[src/rtl/fbwd_pkg.sv]
// Purpose: shared constants and types of the fieldbus watchdog registers
// Assumes: 16-bit register words addressed by word number
// Notes:   all timing is derived from the 25 MHz system clock
`default_nettype none
package fbwd_pkg;

    // ------------------------------------------------------------------
    // register word addresses
    // ------------------------------------------------------------------
    localparam logic [15:0] OFF_UPPER_MASK = 16'h1002;
    localparam logic [15:0] OFF_TRIGGER    = 16'h1003;
    localparam logic [15:0] OFF_MIN_INTVL  = 16'h1004;
    localparam logic [15:0] OFF_STOP_KEY   = 16'h1005;
    localparam logic [15:0] OFF_STATE      = 16'h1006;
    localparam logic [15:0] OFF_RELOAD     = 16'h1007;

    // ------------------------------------------------------------------
    // reset values and key words
    // ------------------------------------------------------------------
    localparam logic [15:0] RST_UPPER_MASK = 16'hffff;
    localparam logic [15:0] RST_TRIGGER    = 16'h0000;
    localparam logic [15:0] RST_MIN_INTVL  = 16'hffff;
    localparam logic [15:0] RST_STOP_KEY   = 16'h0000;
    localparam logic [15:0] RST_RELOAD     = 16'h0001;
    localparam logic [15:0] STOP_KEY_FIRST = 16'haaaa;
    localparam logic [15:0] STOP_KEY_LAST  = 16'h5555;
    localparam logic [15:0] RELOAD_CMD     = 16'h0001;
    localparam logic [15:0] INTVL_MAX      = 16'hffff;
    localparam logic [15:0] FAULT_INTVL    = 16'h0000;

    // ------------------------------------------------------------------
    // status codes and function-code ranges
    // ------------------------------------------------------------------
    localparam logic [15:0] STAT_INACTIVE  = 16'h0000;
    localparam logic [15:0] STAT_RUNNING   = 16'h0001;
    localparam logic [15:0] STAT_EXPIRED   = 16'h0002;
    localparam logic [7:0]  FC_FIRST       = 8'h01;
    localparam logic [7:0]  FC_LOWER_SPAN  = 8'h10;
    localparam logic [7:0]  FC_TOTAL_SPAN  = 8'h20;

    // ------------------------------------------------------------------
    // timing
    // ------------------------------------------------------------------
    localparam int unsigned CLK_HZ      = 25_000_000;
    localparam int unsigned TICK_MS     = 100;
    localparam int unsigned TICK_CYCLES = (CLK_HZ / 1000) * TICK_MS;

    typedef enum logic [2:0] {
        st_idle    = 3'b001,
        st_running = 3'b010,
        st_expired = 3'b100
    } fbwd_state_t;

endpackage
`default_nettype wire

[src/rtl/fbwd_tick.sv]
// Purpose: prescaler giving one pulse per watchdog time step
// Assumes: clear restarts the step so a reload sees a whole first step
// Notes:   CYCLES of 1 pulses every clock
`timescale 1ns/100ps
`default_nettype none
module fbwd_tick #(
    parameter int unsigned CYCLES = 2
) (
    // clock and reset
    input  wire logic clk_i,
    input  wire logic rst_i,
    // control
    input  wire logic clear_i,
    output logic      tick_o
);
    localparam int unsigned W = $clog2(CYCLES + 1);
    localparam logic [W-1:0] LAST = W'(CYCLES - 1);

    logic [W-1:0] cnt;

    always_ff @(posedge clk_i) begin
        if (rst_i || clear_i || cnt == LAST) begin
            cnt <= '0;
        end else begin
            cnt <= cnt + W'(1);
        end
    end

    always_ff @(posedge clk_i) begin
        if (rst_i || clear_i) begin
            tick_o <= 1'b0;
        end else begin
            tick_o <= (cnt == LAST);
        end
    end
endmodule
`default_nettype wire

[src/rtl/fbwd_regs.sv]
// Purpose: fieldbus watchdog control and status registers with timer
// Assumes: one register access per cycle; timeout and lower mask come
//          from neighbouring registers outside this block
// Notes:   reads answer one cycle after the strobe
// Function
// - upper mask holds codes 17..32 as triggers, all ones after reset
// - upper mask writes ignored unless the watchdog is inactive
// - first nonzero trigger write after reset starts the watchdog if the timeout value is nonzero
// - valid trigger write clears fault and re-enables output writes
// - each trigger keeps the smallest interval seen, reset all ones
// - interval counts in 100 ms steps
// - client write sets stored minimum, no timer effect, zero accepted
// - stop needs 0xaaaa then 0x5555 in the stop-key register
// - completed stop key blocks reaction, clears fault, enables outputs
// - status reads 0 inactive, 1 running, 2 expired, 0 after reset
// - writing 1 to reload register reloads timer; reads 1 after reset
// - reload has no effect once the watchdog has been stopped
// - timeout taken from timeout value in 100 ms steps
// - fieldbus request retriggers only when its mask bit is set
// - minimum interval of zero marks that a fault occurred
`timescale 1ns/100ps
`default_nettype none
module fbwd_regs #(
    parameter int unsigned TICK_CYCLES = fbwd_pkg::TICK_CYCLES
) (
    // clock and reset
    input  wire logic        clk_i,
    input  wire logic        rst_i,
    // register access
    input  wire logic        reg_wr_i,
    input  wire logic        reg_rd_i,
    input  wire logic [15:0] reg_addr_i,
    input  wire logic [15:0] reg_wdata_i,
    output logic      [15:0] reg_rdata_o,
    output logic             reg_rvalid_o,
    // fieldbus requests
    input  wire logic        req_valid_i,
    input  wire logic [7:0]  req_fc_i,
    // neighbouring configuration
    input  wire logic [15:0] timeout_value_i,
    input  wire logic [15:0] lower_function_code_mask_i,
    // watchdog outputs
    output logic             fault_o,
    output logic             output_write_en_o,
    output logic             running_o
);
    // ------------------------------------------------------------------
    // state
    // ------------------------------------------------------------------
    fbwd_pkg::fbwd_state_t state;
    fbwd_pkg::fbwd_state_t next_state;
    logic [15:0] upper_function_code_mask;
    logic [15:0] alternating_trigger;
    logic [15:0] minimum_trigger_interval;
    logic [15:0] stop_key_sequence;
    logic [15:0] timer_reload;
    logic [15:0] remain;
    logic [15:0] interval;
    logic        key_armed;
    logic        fault;
    logic        tick;

    // ------------------------------------------------------------------
    // event decode
    // ------------------------------------------------------------------
    logic       wr_mask, wr_trig, wr_min, wr_stop, wr_reload;
    logic       trig_new, trig_valid, stop_done, reload_valid;
    logic       fc_sel, fc_hit, kick, expire, take_min, next_fault;
    logic [7:0] fc_idx;

    assign wr_mask   = reg_wr_i && reg_addr_i == fbwd_pkg::OFF_UPPER_MASK;
    assign wr_trig   = reg_wr_i && reg_addr_i == fbwd_pkg::OFF_TRIGGER;
    assign wr_min    = reg_wr_i && reg_addr_i == fbwd_pkg::OFF_MIN_INTVL;
    assign wr_stop   = reg_wr_i && reg_addr_i == fbwd_pkg::OFF_STOP_KEY;
    assign wr_reload = reg_wr_i && reg_addr_i == fbwd_pkg::OFF_RELOAD;

    assign trig_new = wr_trig && reg_wdata_i != alternating_trigger;
    // a start also needs a nonzero timeout, else it would expire at the first step
    assign trig_valid = trig_new && (state != fbwd_pkg::st_idle ||
                        (reg_wdata_i != 16'h0000 &&
                         timeout_value_i != 16'h0000));
    assign stop_done = wr_stop && key_armed &&
                       reg_wdata_i == fbwd_pkg::STOP_KEY_LAST;
    assign reload_valid = wr_reload && state != fbwd_pkg::st_idle &&
                          reg_wdata_i == fbwd_pkg::RELOAD_CMD;

    assign fc_idx = req_fc_i - fbwd_pkg::FC_FIRST;
    always_comb begin
        fc_sel = 1'b0;
        if (req_fc_i >= fbwd_pkg::FC_FIRST) begin
            if (fc_idx < fbwd_pkg::FC_LOWER_SPAN) begin
                fc_sel = lower_function_code_mask_i[fc_idx[3:0]];
            end else if (fc_idx < fbwd_pkg::FC_TOTAL_SPAN) begin
                fc_sel = upper_function_code_mask[fc_idx[3:0]];
            end
        end
    end
    assign fc_hit = req_valid_i && fc_sel &&
                    state == fbwd_pkg::st_running;

    assign kick   = trig_valid || reload_valid || fc_hit;
    // remain of 0 can only come from a zero timeout reload; expire then too
    assign expire = state == fbwd_pkg::st_running && tick && !kick &&
                    remain <= 16'h0001;
    assign take_min = ((trig_valid && state != fbwd_pkg::st_idle) ||
                       fc_hit) && interval < minimum_trigger_interval;

    // ------------------------------------------------------------------
    // step prescaler, restarted on every reload
    // ------------------------------------------------------------------
    fbwd_tick #(
        .CYCLES (TICK_CYCLES)
    ) u_tick (
        .clk_i   (clk_i),
        .rst_i   (rst_i),
        .clear_i (kick),
        .tick_o  (tick)
    );

    // ------------------------------------------------------------------
    // watchdog state
    // ------------------------------------------------------------------
    always_comb begin
        next_state = state;
        case (state)
            fbwd_pkg::st_idle: begin
                if (trig_valid) begin
                    next_state = fbwd_pkg::st_running;
                end
            end
            fbwd_pkg::st_running: begin
                if (stop_done) begin
                    next_state = fbwd_pkg::st_idle;
                end else if (expire) begin
                    next_state = fbwd_pkg::st_expired;
                end
            end
            fbwd_pkg::st_expired: begin
                if (stop_done) begin
                    next_state = fbwd_pkg::st_idle;
                end else if (trig_valid || reload_valid) begin
                    next_state = fbwd_pkg::st_running;
                end
            end
            default: begin
                next_state = fbwd_pkg::st_idle;
            end
        endcase
    end

    always_ff @(posedge clk_i) begin
        if (rst_i) begin
            state <= fbwd_pkg::st_idle;
        end else begin
            state <= next_state;
        end
    end

    // ------------------------------------------------------------------
    // timeout countdown and trigger interval
    // ------------------------------------------------------------------
    always_ff @(posedge clk_i) begin
        if (rst_i) begin
            remain <= 16'h0000;
        end else if (kick) begin
            remain <= timeout_value_i;
        end else if (tick && state == fbwd_pkg::st_running &&
                     remain != 16'h0000) begin
            remain <= remain - 16'h0001;
        end
    end

    always_ff @(posedge clk_i) begin
        if (rst_i || trig_valid || fc_hit) begin
            interval <= 16'h0000;
        end else if (tick && state == fbwd_pkg::st_running &&
                     interval != fbwd_pkg::INTVL_MAX) begin
            interval <= interval + 16'h0001;
        end
    end

    // hardware updates win over a client write in the same cycle
    always_ff @(posedge clk_i) begin
        if (rst_i) begin
            minimum_trigger_interval <= fbwd_pkg::RST_MIN_INTVL;
        end else if (expire) begin
            minimum_trigger_interval <= fbwd_pkg::FAULT_INTVL;
        end else if (take_min) begin
            minimum_trigger_interval <= interval;
        end else if (wr_min) begin
            minimum_trigger_interval <= reg_wdata_i;
        end
    end

    // ------------------------------------------------------------------
    // fault and output permission
    // ------------------------------------------------------------------
    always_comb begin
        next_fault = fault;
        if (stop_done) begin
            next_fault = 1'b0;
        end else if (expire) begin
            next_fault = 1'b1;
        end else if (trig_valid) begin
            next_fault = 1'b0;
        end
    end

    always_ff @(posedge clk_i) begin
        if (rst_i) begin
            fault             <= 1'b0;
            fault_o           <= 1'b0;
            output_write_en_o <= 1'b1;
            running_o         <= 1'b0;
        end else begin
            fault             <= next_fault;
            fault_o           <= next_fault;
            output_write_en_o <= !next_fault;
            running_o         <= next_state == fbwd_pkg::st_running;
        end
    end

    // ------------------------------------------------------------------
    // client registers
    // ------------------------------------------------------------------
    always_ff @(posedge clk_i) begin
        if (rst_i) begin
            upper_function_code_mask <= fbwd_pkg::RST_UPPER_MASK;
        end else if (wr_mask && state == fbwd_pkg::st_idle) begin
            upper_function_code_mask <= reg_wdata_i;
        end
    end

    always_ff @(posedge clk_i) begin
        if (rst_i) begin
            alternating_trigger <= fbwd_pkg::RST_TRIGGER;
        end else if (wr_trig) begin
            alternating_trigger <= reg_wdata_i;
        end
    end

    always_ff @(posedge clk_i) begin
        if (rst_i) begin
            stop_key_sequence <= fbwd_pkg::RST_STOP_KEY;
            key_armed         <= 1'b0;
        end else if (wr_stop) begin
            stop_key_sequence <= reg_wdata_i;
            key_armed <= reg_wdata_i == fbwd_pkg::STOP_KEY_FIRST;
        end
    end

    always_ff @(posedge clk_i) begin
        if (rst_i) begin
            timer_reload <= fbwd_pkg::RST_RELOAD;
        end else if (wr_reload) begin
            timer_reload <= reg_wdata_i;
        end
    end

    // ------------------------------------------------------------------
    // read port
    // ------------------------------------------------------------------
    always_ff @(posedge clk_i) begin
        if (rst_i) begin
            reg_rdata_o  <= 16'h0000;
            reg_rvalid_o <= 1'b0;
        end else begin
            reg_rvalid_o <= reg_rd_i;
            if (!reg_rd_i) begin
                reg_rdata_o <= 16'h0000;
            end else begin
                case (reg_addr_i)
                    fbwd_pkg::OFF_UPPER_MASK:
                        reg_rdata_o <= upper_function_code_mask;
                    fbwd_pkg::OFF_TRIGGER:
                        reg_rdata_o <= alternating_trigger;
                    fbwd_pkg::OFF_MIN_INTVL:
                        reg_rdata_o <= minimum_trigger_interval;
                    fbwd_pkg::OFF_STOP_KEY:
                        reg_rdata_o <= stop_key_sequence;
                    fbwd_pkg::OFF_STATE: begin
                        case (state)
                            fbwd_pkg::st_running:
                                reg_rdata_o <= fbwd_pkg::STAT_RUNNING;
                            fbwd_pkg::st_expired:
                                reg_rdata_o <= fbwd_pkg::STAT_EXPIRED;
                            default:
                                reg_rdata_o <= fbwd_pkg::STAT_INACTIVE;
                        endcase
                    end
                    fbwd_pkg::OFF_RELOAD:
                        reg_rdata_o <= timer_reload;
                    default:
                        reg_rdata_o <= 16'h0000;
                endcase
            end
        end
    end
endmodule
`default_nettype wire

[config.mk]
export PLATFORM = sky130hd
export DESIGN_NAME = fbwd_regs
export DESIGN_NICKNAME = d
export VERILOG_FILES = /design/src/rtl/fbwd_pkg.sv /design/src/rtl/fbwd_tick.sv /design/src/rtl/fbwd_regs.sv
export SDC_FILE = /design/constraint.sdc
export NUM_CORES = 1
export LEC_CHECK = 0
export BUFFER_PORTS_ARGS = -buffer_cell sky130_fd_sc_hd__buf_4
export CELL_PAD_IN_SITES_DETAIL_PLACEMENT = 0
export CELL_PAD_IN_SITES_GLOBAL_PLACEMENT = 2
export CORE_UTILIZATION = 36
export DETAILED_ROUTE_END_ITERATION = 10
export MAX_ROUTING_LAYER = met4
export PLACE_DENSITY_LB_ADDON = 0.12
export SLEW_MARGIN = 30
export SYNTH_ARGS = -nofsm -noshare
export SYNTH_HDL_FRONTEND = slang
export SYNTH_HIERARCHICAL = 1
export SYNTH_SLANG_ARGS = --single-unit
[constraint.sdc]
create_clock -name clk_i -period 5.2 [get_ports clk_i]
set_clock_uncertainty 0.15 [all_clocks]
set_input_delay 0.52 -clock clk_i [delete_from_list [all_inputs] [get_ports clk_i]]
set_output_delay 0.52 -clock clk_i [all_outputs]
set_load 0.01 [all_outputs]
==> impl_metrics.json, run 1 <==
{
  "dieArea_mm2": 0.0234,
  "r2r-start": "state[0]$_SDFF_PP1_",
  "netlist.area_leader.share_pct": 38.8,
  "p_leak_nw": 3.45,
  "grt_usage_pct": 21.6,
  "ios": 97,
  "p_per_area_mw_per_mm2": 269,
  "synth_area_leader_cell": "dfxtp_1",
  "tns_ns": 0,
  "grt_pass1_wl_mm": 38.4,
  "multi_input_area_mm2": 0.00463,
  "htree_num_levels": 4,
  "worstReg2RegEnd": "minimum_trigger_interval[15]$_SDFFE_PP1P_",
  "drtIter0Drc": 584,
  "synth_common_cells": "nand2_1 (165), dfxtp_1 (159), a21oi_1 (86)",
  "n_fill_cell": 2270,
  "wire_per_inst_um": 18.2,
  "synth.avg_cell_area_um2": 8.60,
  "rr_worst_depth": 9,
  "start_util_pct": 37.2,
  "rsz0062_at_grt": "false",
  "place_ws_ns": 0.937,
  "max_cap_violations": 0,
  "worst_slack_ns": 1.35,
  "num_vias": 7069,
  "grt_overflow": 0,
  "ant_nets": 0,
  "yosys-top-cells-area": "dfxtp_1 (39%), nand2_1 (7.5%), a21oi_1 (5.2%)",
  "numCtsBuffers": 17,
  "critPathMaxFanout": 18,
  "synth_top_flop_cell": "dfxtp_1",
  "crit_type": "in -> reg",
  "synth_compound_area_share_pct": 15.3,
  "final_util_pct": 43.6,
  "syn_area_mm2": 0.00821,
  "post_cts_resized": 0,
  "totalWireLength_mm": 23.9,
  "cts.sinks": 159,
  "dp_hpwl_mm": 16.9,
  "stdcell_area_mm2": 0.00964,
  "postCtsHoldBufs": 0,
  "cp-end-kind": "register",
  "synthSimpleGateAreaFrac_pct": 22.6,
  "grt_pass1_vias": 6864,
  "holdCritPathClass": "in -> reg",
  "drt_pre_antenna_iters": 5,
  "synth_top_family_by_area": "simple AND/OR/NAND/NOR gates",
  "dp_cells": 1279,
  "area_delta_synth_final_pct": 17.4,
  "die_h_um": 153,
  "die_x_um": 153,
  "final_cells": 1311,
  "fin_crit_sh_pct": 74.0,
  "reg2reg_setup_slack_ns": 1.80,
  "finalHoldViolations": 0,
  "finalPower_mw": 2.59,
  "final_layout_size_suffix_gt1_share_pct": 19.2,
  "ys_types": 70,
  "routed_via_density": 5.39,
  "n_antenna_cell": 0,
  "seqCellArea_mm2": 0.00318,
  "async_flop_share_pct": 0,
  "synth_seq_cells": 159,
  "place_congestion": 0.782,
  "start_kind": "input pin",
  "path_clk_slew_ns": 0.07,
  "row_count": 54,
  "max-slew-margin-rel_pct": 36.0,
  "worstSetupEndpoint": "minimum_trigger_interval[15]$_SDFFE_PP1P_",
  "synthMuxAreaShare_pct": 9.53,
  "fin_crit_ns": 3.85,
  "syn-num-nets": 1051,
  "crit_required_ns": 5.39,
  "drc_errors": 0,
  "fmax_mhz": 260,
  "port_buffers": 96,
  "cts_max_path_buffers": 2,
  "timing.critical_path.from": "req_fc_i[0]",
  "outcome": "finished, final reports clean",
  "worst_slew_pin_slew_ns": 0.952,
  "clockRootBuffer": "clkbuf_16",
  "antenna_found_initial": 0,
  "nets": 1115,
  "slew_viol_final": 0,
  "grt_max_degree": 69,
  "setup_viol": 0,
  "synth_fa_ha_area_share_pct": 3.05,
  "placed_area_mm2": 0.00908,
  "vdd_drop_max_uv": 161,
  "clock_latency_ns": 0.43,
  "postCtsSetupBuffers": 0,
  "synth_edf_count": 0,
  "yosysMostFrequentCell": "nand2_1",
  "cts_tree": "yes",
  "critical_path_arrival_ns": 4.04,
  "core_mm2": 0.0221,
  "whs_ns": 0.189,
  "yosys_warnings": 6,
  "ys_seq_area_share_pct": 38.8,
  "synth_xor_area_share_pct": 5.75,
  "syn_inst": 954
}
[cell families (layout without fill, tap and decap cells)]
logic type,after synthesis,after routing
AOI/OAI and AO/OA,182,182
xor gates and xnor gates,53,53
adders and majority gates,20,20
buffers and inverters,94,171
DFF,159,159
muxes,70,70
and+or+nand+nor,376,376
[layout make-up]
type                       instances  area share [%]
timing repair buffer             107            8.33
sequential                       159            33.0
inverter                          32            1.25
clock buffer                      19            4.70
clock inverter                    13            1.08
multi-input combinational        701            48.0
tap                              280            3.63
[power breakdown]
part	internal (mW)	switching [mW]
Clock	0.644	0.553
Sequential	1.22	0.00262
Combinational	0.0761	0.0937
[layout by cell type, fill, tap and decap left out, drive strengths merged, types with 3 or more instances in the layout]
cell type,count
nor3,18
dfxtp,159
o21ai,18
nor4b,3
nand2b,5
a21oi,87
nor4,24
a21o,3
nor3b,7
xnor2,40
o221ai,16
and2,5
a211oi,16
mux2,25
mux2i,41
mux4,4
a222oi,14
ha,20
nand3,24
nand3b,3
and4,4
clkinv,8
buf,107
nor2,65
nand4,20
o31ai,8
o22ai,3
clkbuf,19
or3,12
inv,35
or4,11
nand2,165
xor2,13
[per-layer routing]
layer | part of all wire, % | vias up | GRT usage [%]
met3 | 3.7 | 15 | 3.52
met5 | 0 | - | -
met1 | 46 | 3369 | 27.7
met4 | 1.0 | 0 | 5.72
li1 | - | 3545 | -
met2 | 49 | 140 | 35.2
[worst min-delay path by stage]
stage	startpoint	end	cells after the start
after floorplan	stop_key_sequence[1]$_SDFFE_PP0P_	stop_key_sequence[1]$_SDFFE_PP0P_	2
after global placement	timer_reload[14]$_SDFFE_PP0P_	timer_reload[14]$_SDFFE_PP0P_	2
after detailed placement	timer_reload[5]$_SDFFE_PP0P_	timer_reload[5]$_SDFFE_PP0P_	2
after CTS	timeout_value_i[1]	remain[1]$_SDFFE_PP0P_	3
after global routing	timeout_value_i[1]	remain[1]$_SDFFE_PP0P_	3
final	timeout_value_i[1]	remain[1]$_SDFFE_PP0P_	3
[sequential cells by signal (all words and copies together), names as in the netlist, 16 cells and up]
register / count
u_tick/cnt: 22
alternating_trigger: 16
interval: 16
minimum_trigger_interval: 16
reg_rdata_o: 16
remain: 16
stop_key_sequence: 16
timer_reload: 16
upper_function_code_mask: 16
[critical path, cell delays in order]
cell	delay, ns
buf_4	0.15
inv_1	0.09
ha_1	0.67
mux2_2	0.40
o22ai_1	0.16
nor4_1	0.08
o31ai_2	0.57
a221oi_2	0.12
buf_4	0.25
or3b_1	0.71
o221ai_1	0.30
(Power assumes the default switching activity.)
==> inputs of run 2 (changes only) <==
- ABC_AREA: default -> 1
- CORE_UTILIZATION: 36 -> 33
- clock period: 5.2 -> 3.6 ns (I/O delays scaled with it)
==> impl_metrics.json, run 2 <==
{
  "syn_area_mm2": 0.00888,
  "slew_viol_final": 0,
  "synth_common_cells": "nand2_1 (337), inv_1 (186), dfxtp_1 (159)",
  "final_layout_size_suffix_gt1_share_pct": 12.0,
  "ant_nets": 0,
  "cts.sinks": 159,
  "wire_per_inst_um": 15.7,
  "fmax_mhz": 345,
  "yosys-top-cells-area": "dfxtp_1 (36%), nand2_1 (14%), inv_1 (7.9%)",
  "num_vias": 8608,
  "post_cts_resized": 0,
  "ys_seq_area_share_pct": 35.9,
  "async_flop_share_pct": 0,
  "start_kind": "input pin",
  "reg2reg_setup_slack_ns": 0.84,
  "die_h_um": 166,
  "crit_family": "simple AND/OR/NAND/NOR gates",
  "nets": 1526,
  "rr_worst_depth": 11,
  "critPathMaxStageDelay_ns": 0.50,
  "crit_type": "in -> reg",
  "drc_errors": 14,
  "netlist.area_leader.share_pct": 35.9,
  "routed_via_density": 4.84,
  "fin_crit_ns": 2.89,
  "grt_overflow": 0,
  "antenna_found_initial": 0,
  "finalHoldViolations": 0,
  "area_delta_synth_final_pct": 17.9,
  "postCtsHoldBufs": 0,
  "core_mm2": 0.0262,
  "drtIter0Drc": 608,
  "layout_commonest_cell": "nand2_1",
  "grt_pass1_vias": 8184,
  "path_clk_slew_ns": 0.07,
  "p_per_area_mw_per_mm2": 371,
  "cts_tree": "yes",
  "crit_required_ns": 3.81,
  "syn-num-nets": 1446,
  "cp_slowest_cell": "ha_1",
  "crit_top_cell": "nand3_1",
  "yosysMostFrequentCell": "nand2_1",
  "synth_top_flop_cell": "dfxtp_1",
  "syn_inst": 1349,
  "drt_pre_antenna_iters": 8,
  "totalWireLength_mm": 27.9,
  "htree_num_levels": 4,
  "worst_slew_pin_slew_ns": 0.863,
  "cts_max_path_buffers": 2,
  "synth_seq_cells": 159,
  "dieArea_mm2": 0.0276,
  "n_antenna_cell": 0,
  "worstPathCellList": "buf_4 -> inv_6 -> ha_1 -> inv_1 -> nand3_1 -> nand3_1 -> nand3_1 -> nand2_1 -> nand2_1 -> nand3_4 -> nand2_2 -> nand2_4 -> a21oi_4 -> nand2_1 -> nand3_1",
  "synth_area_leader_cell": "dfxtp_1",
  "cp_num_cells": 15,
  "setup_viol": 0,
  "numCtsBuffers": 17,
  "tns_ns": 0,
  "violations": "design-rule violations",
  "final_cell_mix": "nand2_1 (337), inv_1 (185), dfxtp_1 (159)",
  "top_register": "u_tick/cnt",
  "grt_usage_pct": 21.6,
  "place_congestion": 0.800,
  "critPathMaxFanout": 33,
  "ys_types": 47,
  "clockRootBuffer": "clkbuf_16",
  "dp_hpwl_mm": 20.6,
  "postCtsSetupBuffers": 0,
  "holdCritPathClass": "in -> reg",
  "dp_cells": 1745,
  "outcome": "complete, but fails checks",
  "grt_max_degree": 46,
  "synth.avg_cell_area_um2": 6.58,
  "ios": 97,
  "p_leak_nw": 4.82,
  "grt_pass1_wl_mm": 45.7,
  "fin_crit_sh_pct": 80.4,
  "max_cap_violations": 0,
  "start_util_pct": 33.9,
  "synth_edf_count": 0,
  "hold_depth": 2,
  "die_x_um": 166,
  "cp-end-kind": "register",
  "port_buffers": 96,
  "row_count": 59,
  "largest_reg_flops": 22,
  "vdd_drop_max_uv": 208,
  "critical_path_arrival_ns": 3.11,
  "final_cells": 1777,
  "rsz0062_at_grt": "false",
  "max-slew-margin-rel_pct": 42.4,
  "yosys_warnings": 6,
  "path_buf_inv": 3,
  "clock_latency_ns": 0.43
}
[run 2: cell count changes after synthesis, sizes merged, moves of 22 or more]
| cell | delta |
|---|---|
| inv | +158 |
| mux2 | -25 |
| mux2i | -41 |
| nand2 | +177 |
| nand3 | +95 |
| nand4 | +22 |
| nor2 | +93 |
| o21ai | +51 |
| xnor2 | -31 |
[run 2: cells by family (layout without fill, tap and decap cells)]
family          Yosys count  in the layout  share of synthesized area [%]
buf+inv                 240            333                           10.9
flops                   159            159                           35.9
fa+ha+maj                20             20                           2.82
compound gates          207            207                           13.3
simple gates            696            696                           34.4
xor+xnor                 27             27                           2.66
[run 2: cell type report]
| cell class | instances | area (µm²) |
|---|---|---|
| clock buffer | 18 | 429 |
| clock inverter | 14 | 158 |
| fill | 2879 | 15700 |
| inverter | 191 | 722 |
| multi-input combinational | 950 | 4730 |
| sequential | 159 | 3180 |
| tap | 335 | 419 |
| timing repair buffer | 110 | 826 |
[run 2: report_power, final]
group / switching [mW] / internal (mW)
sequential: 0.00329 / 1.76
clock: 0.821 / 1.04
combinational: 0.161 / 0.102
total: 0.985 / 2.90
[run 2: path summary, 6_finish.rpt]
| check | end | startpoint |
|---|---|---|
| worst max-delay path | minimum_trigger_interval[14]$_SDFFE_PP1P_ | req_fc_i[0] |
| worst min-delay path | alternating_trigger[5]$_SDFFE_PP0P_ | reg_wr_i |
| worst max register to register | minimum_trigger_interval[14]$_SDFFE_PP1P_ | state[0]$_SDFF_PP1_ |
| worst min register to register | timer_reload[9]$_SDFFE_PP0P_ | timer_reload[9]$_SDFFE_PP0P_ |
[run 2: routing by layer]
| metal | share of wire, % | track usage [%] | vias to the layer above | routed length, µm |
|---|---|---|---|---|
| li1 | - | - | 4550 | - |
| met1 | 54 | 31.2 | 3919 | 15000 |
| met2 | 42 | 31.6 | 127 | 11800 |
| met3 | 3.4 | 3.48 | 12 | 949 |
| met4 | 0.64 | 3.49 | 0 | 178 |
| met5 | 0 | - | - | 0 |
[run 2: per-stage QoR]
step | worst slack, ns | util, % | total power, mW | hold WS, ns | instance area (µm²)
after global placement | 0.378 | 37.7 | 2.07 | 0.282 | 9880
after detailed placement | 0.284 | 37.7 | 2.07 | 0.288 | 9880
after CTS | 0.732 | 39.9 | 3.95 | 0.0583 | 10500
after floorplan | 0.805 | - | 1.94 | 0.267 | 8880
final | 0.706 | 39.9 | 3.89 | 0.0743 | 10500
after global routing | 0.424 | 39.9 | 4.05 | 0.0711 | 10500
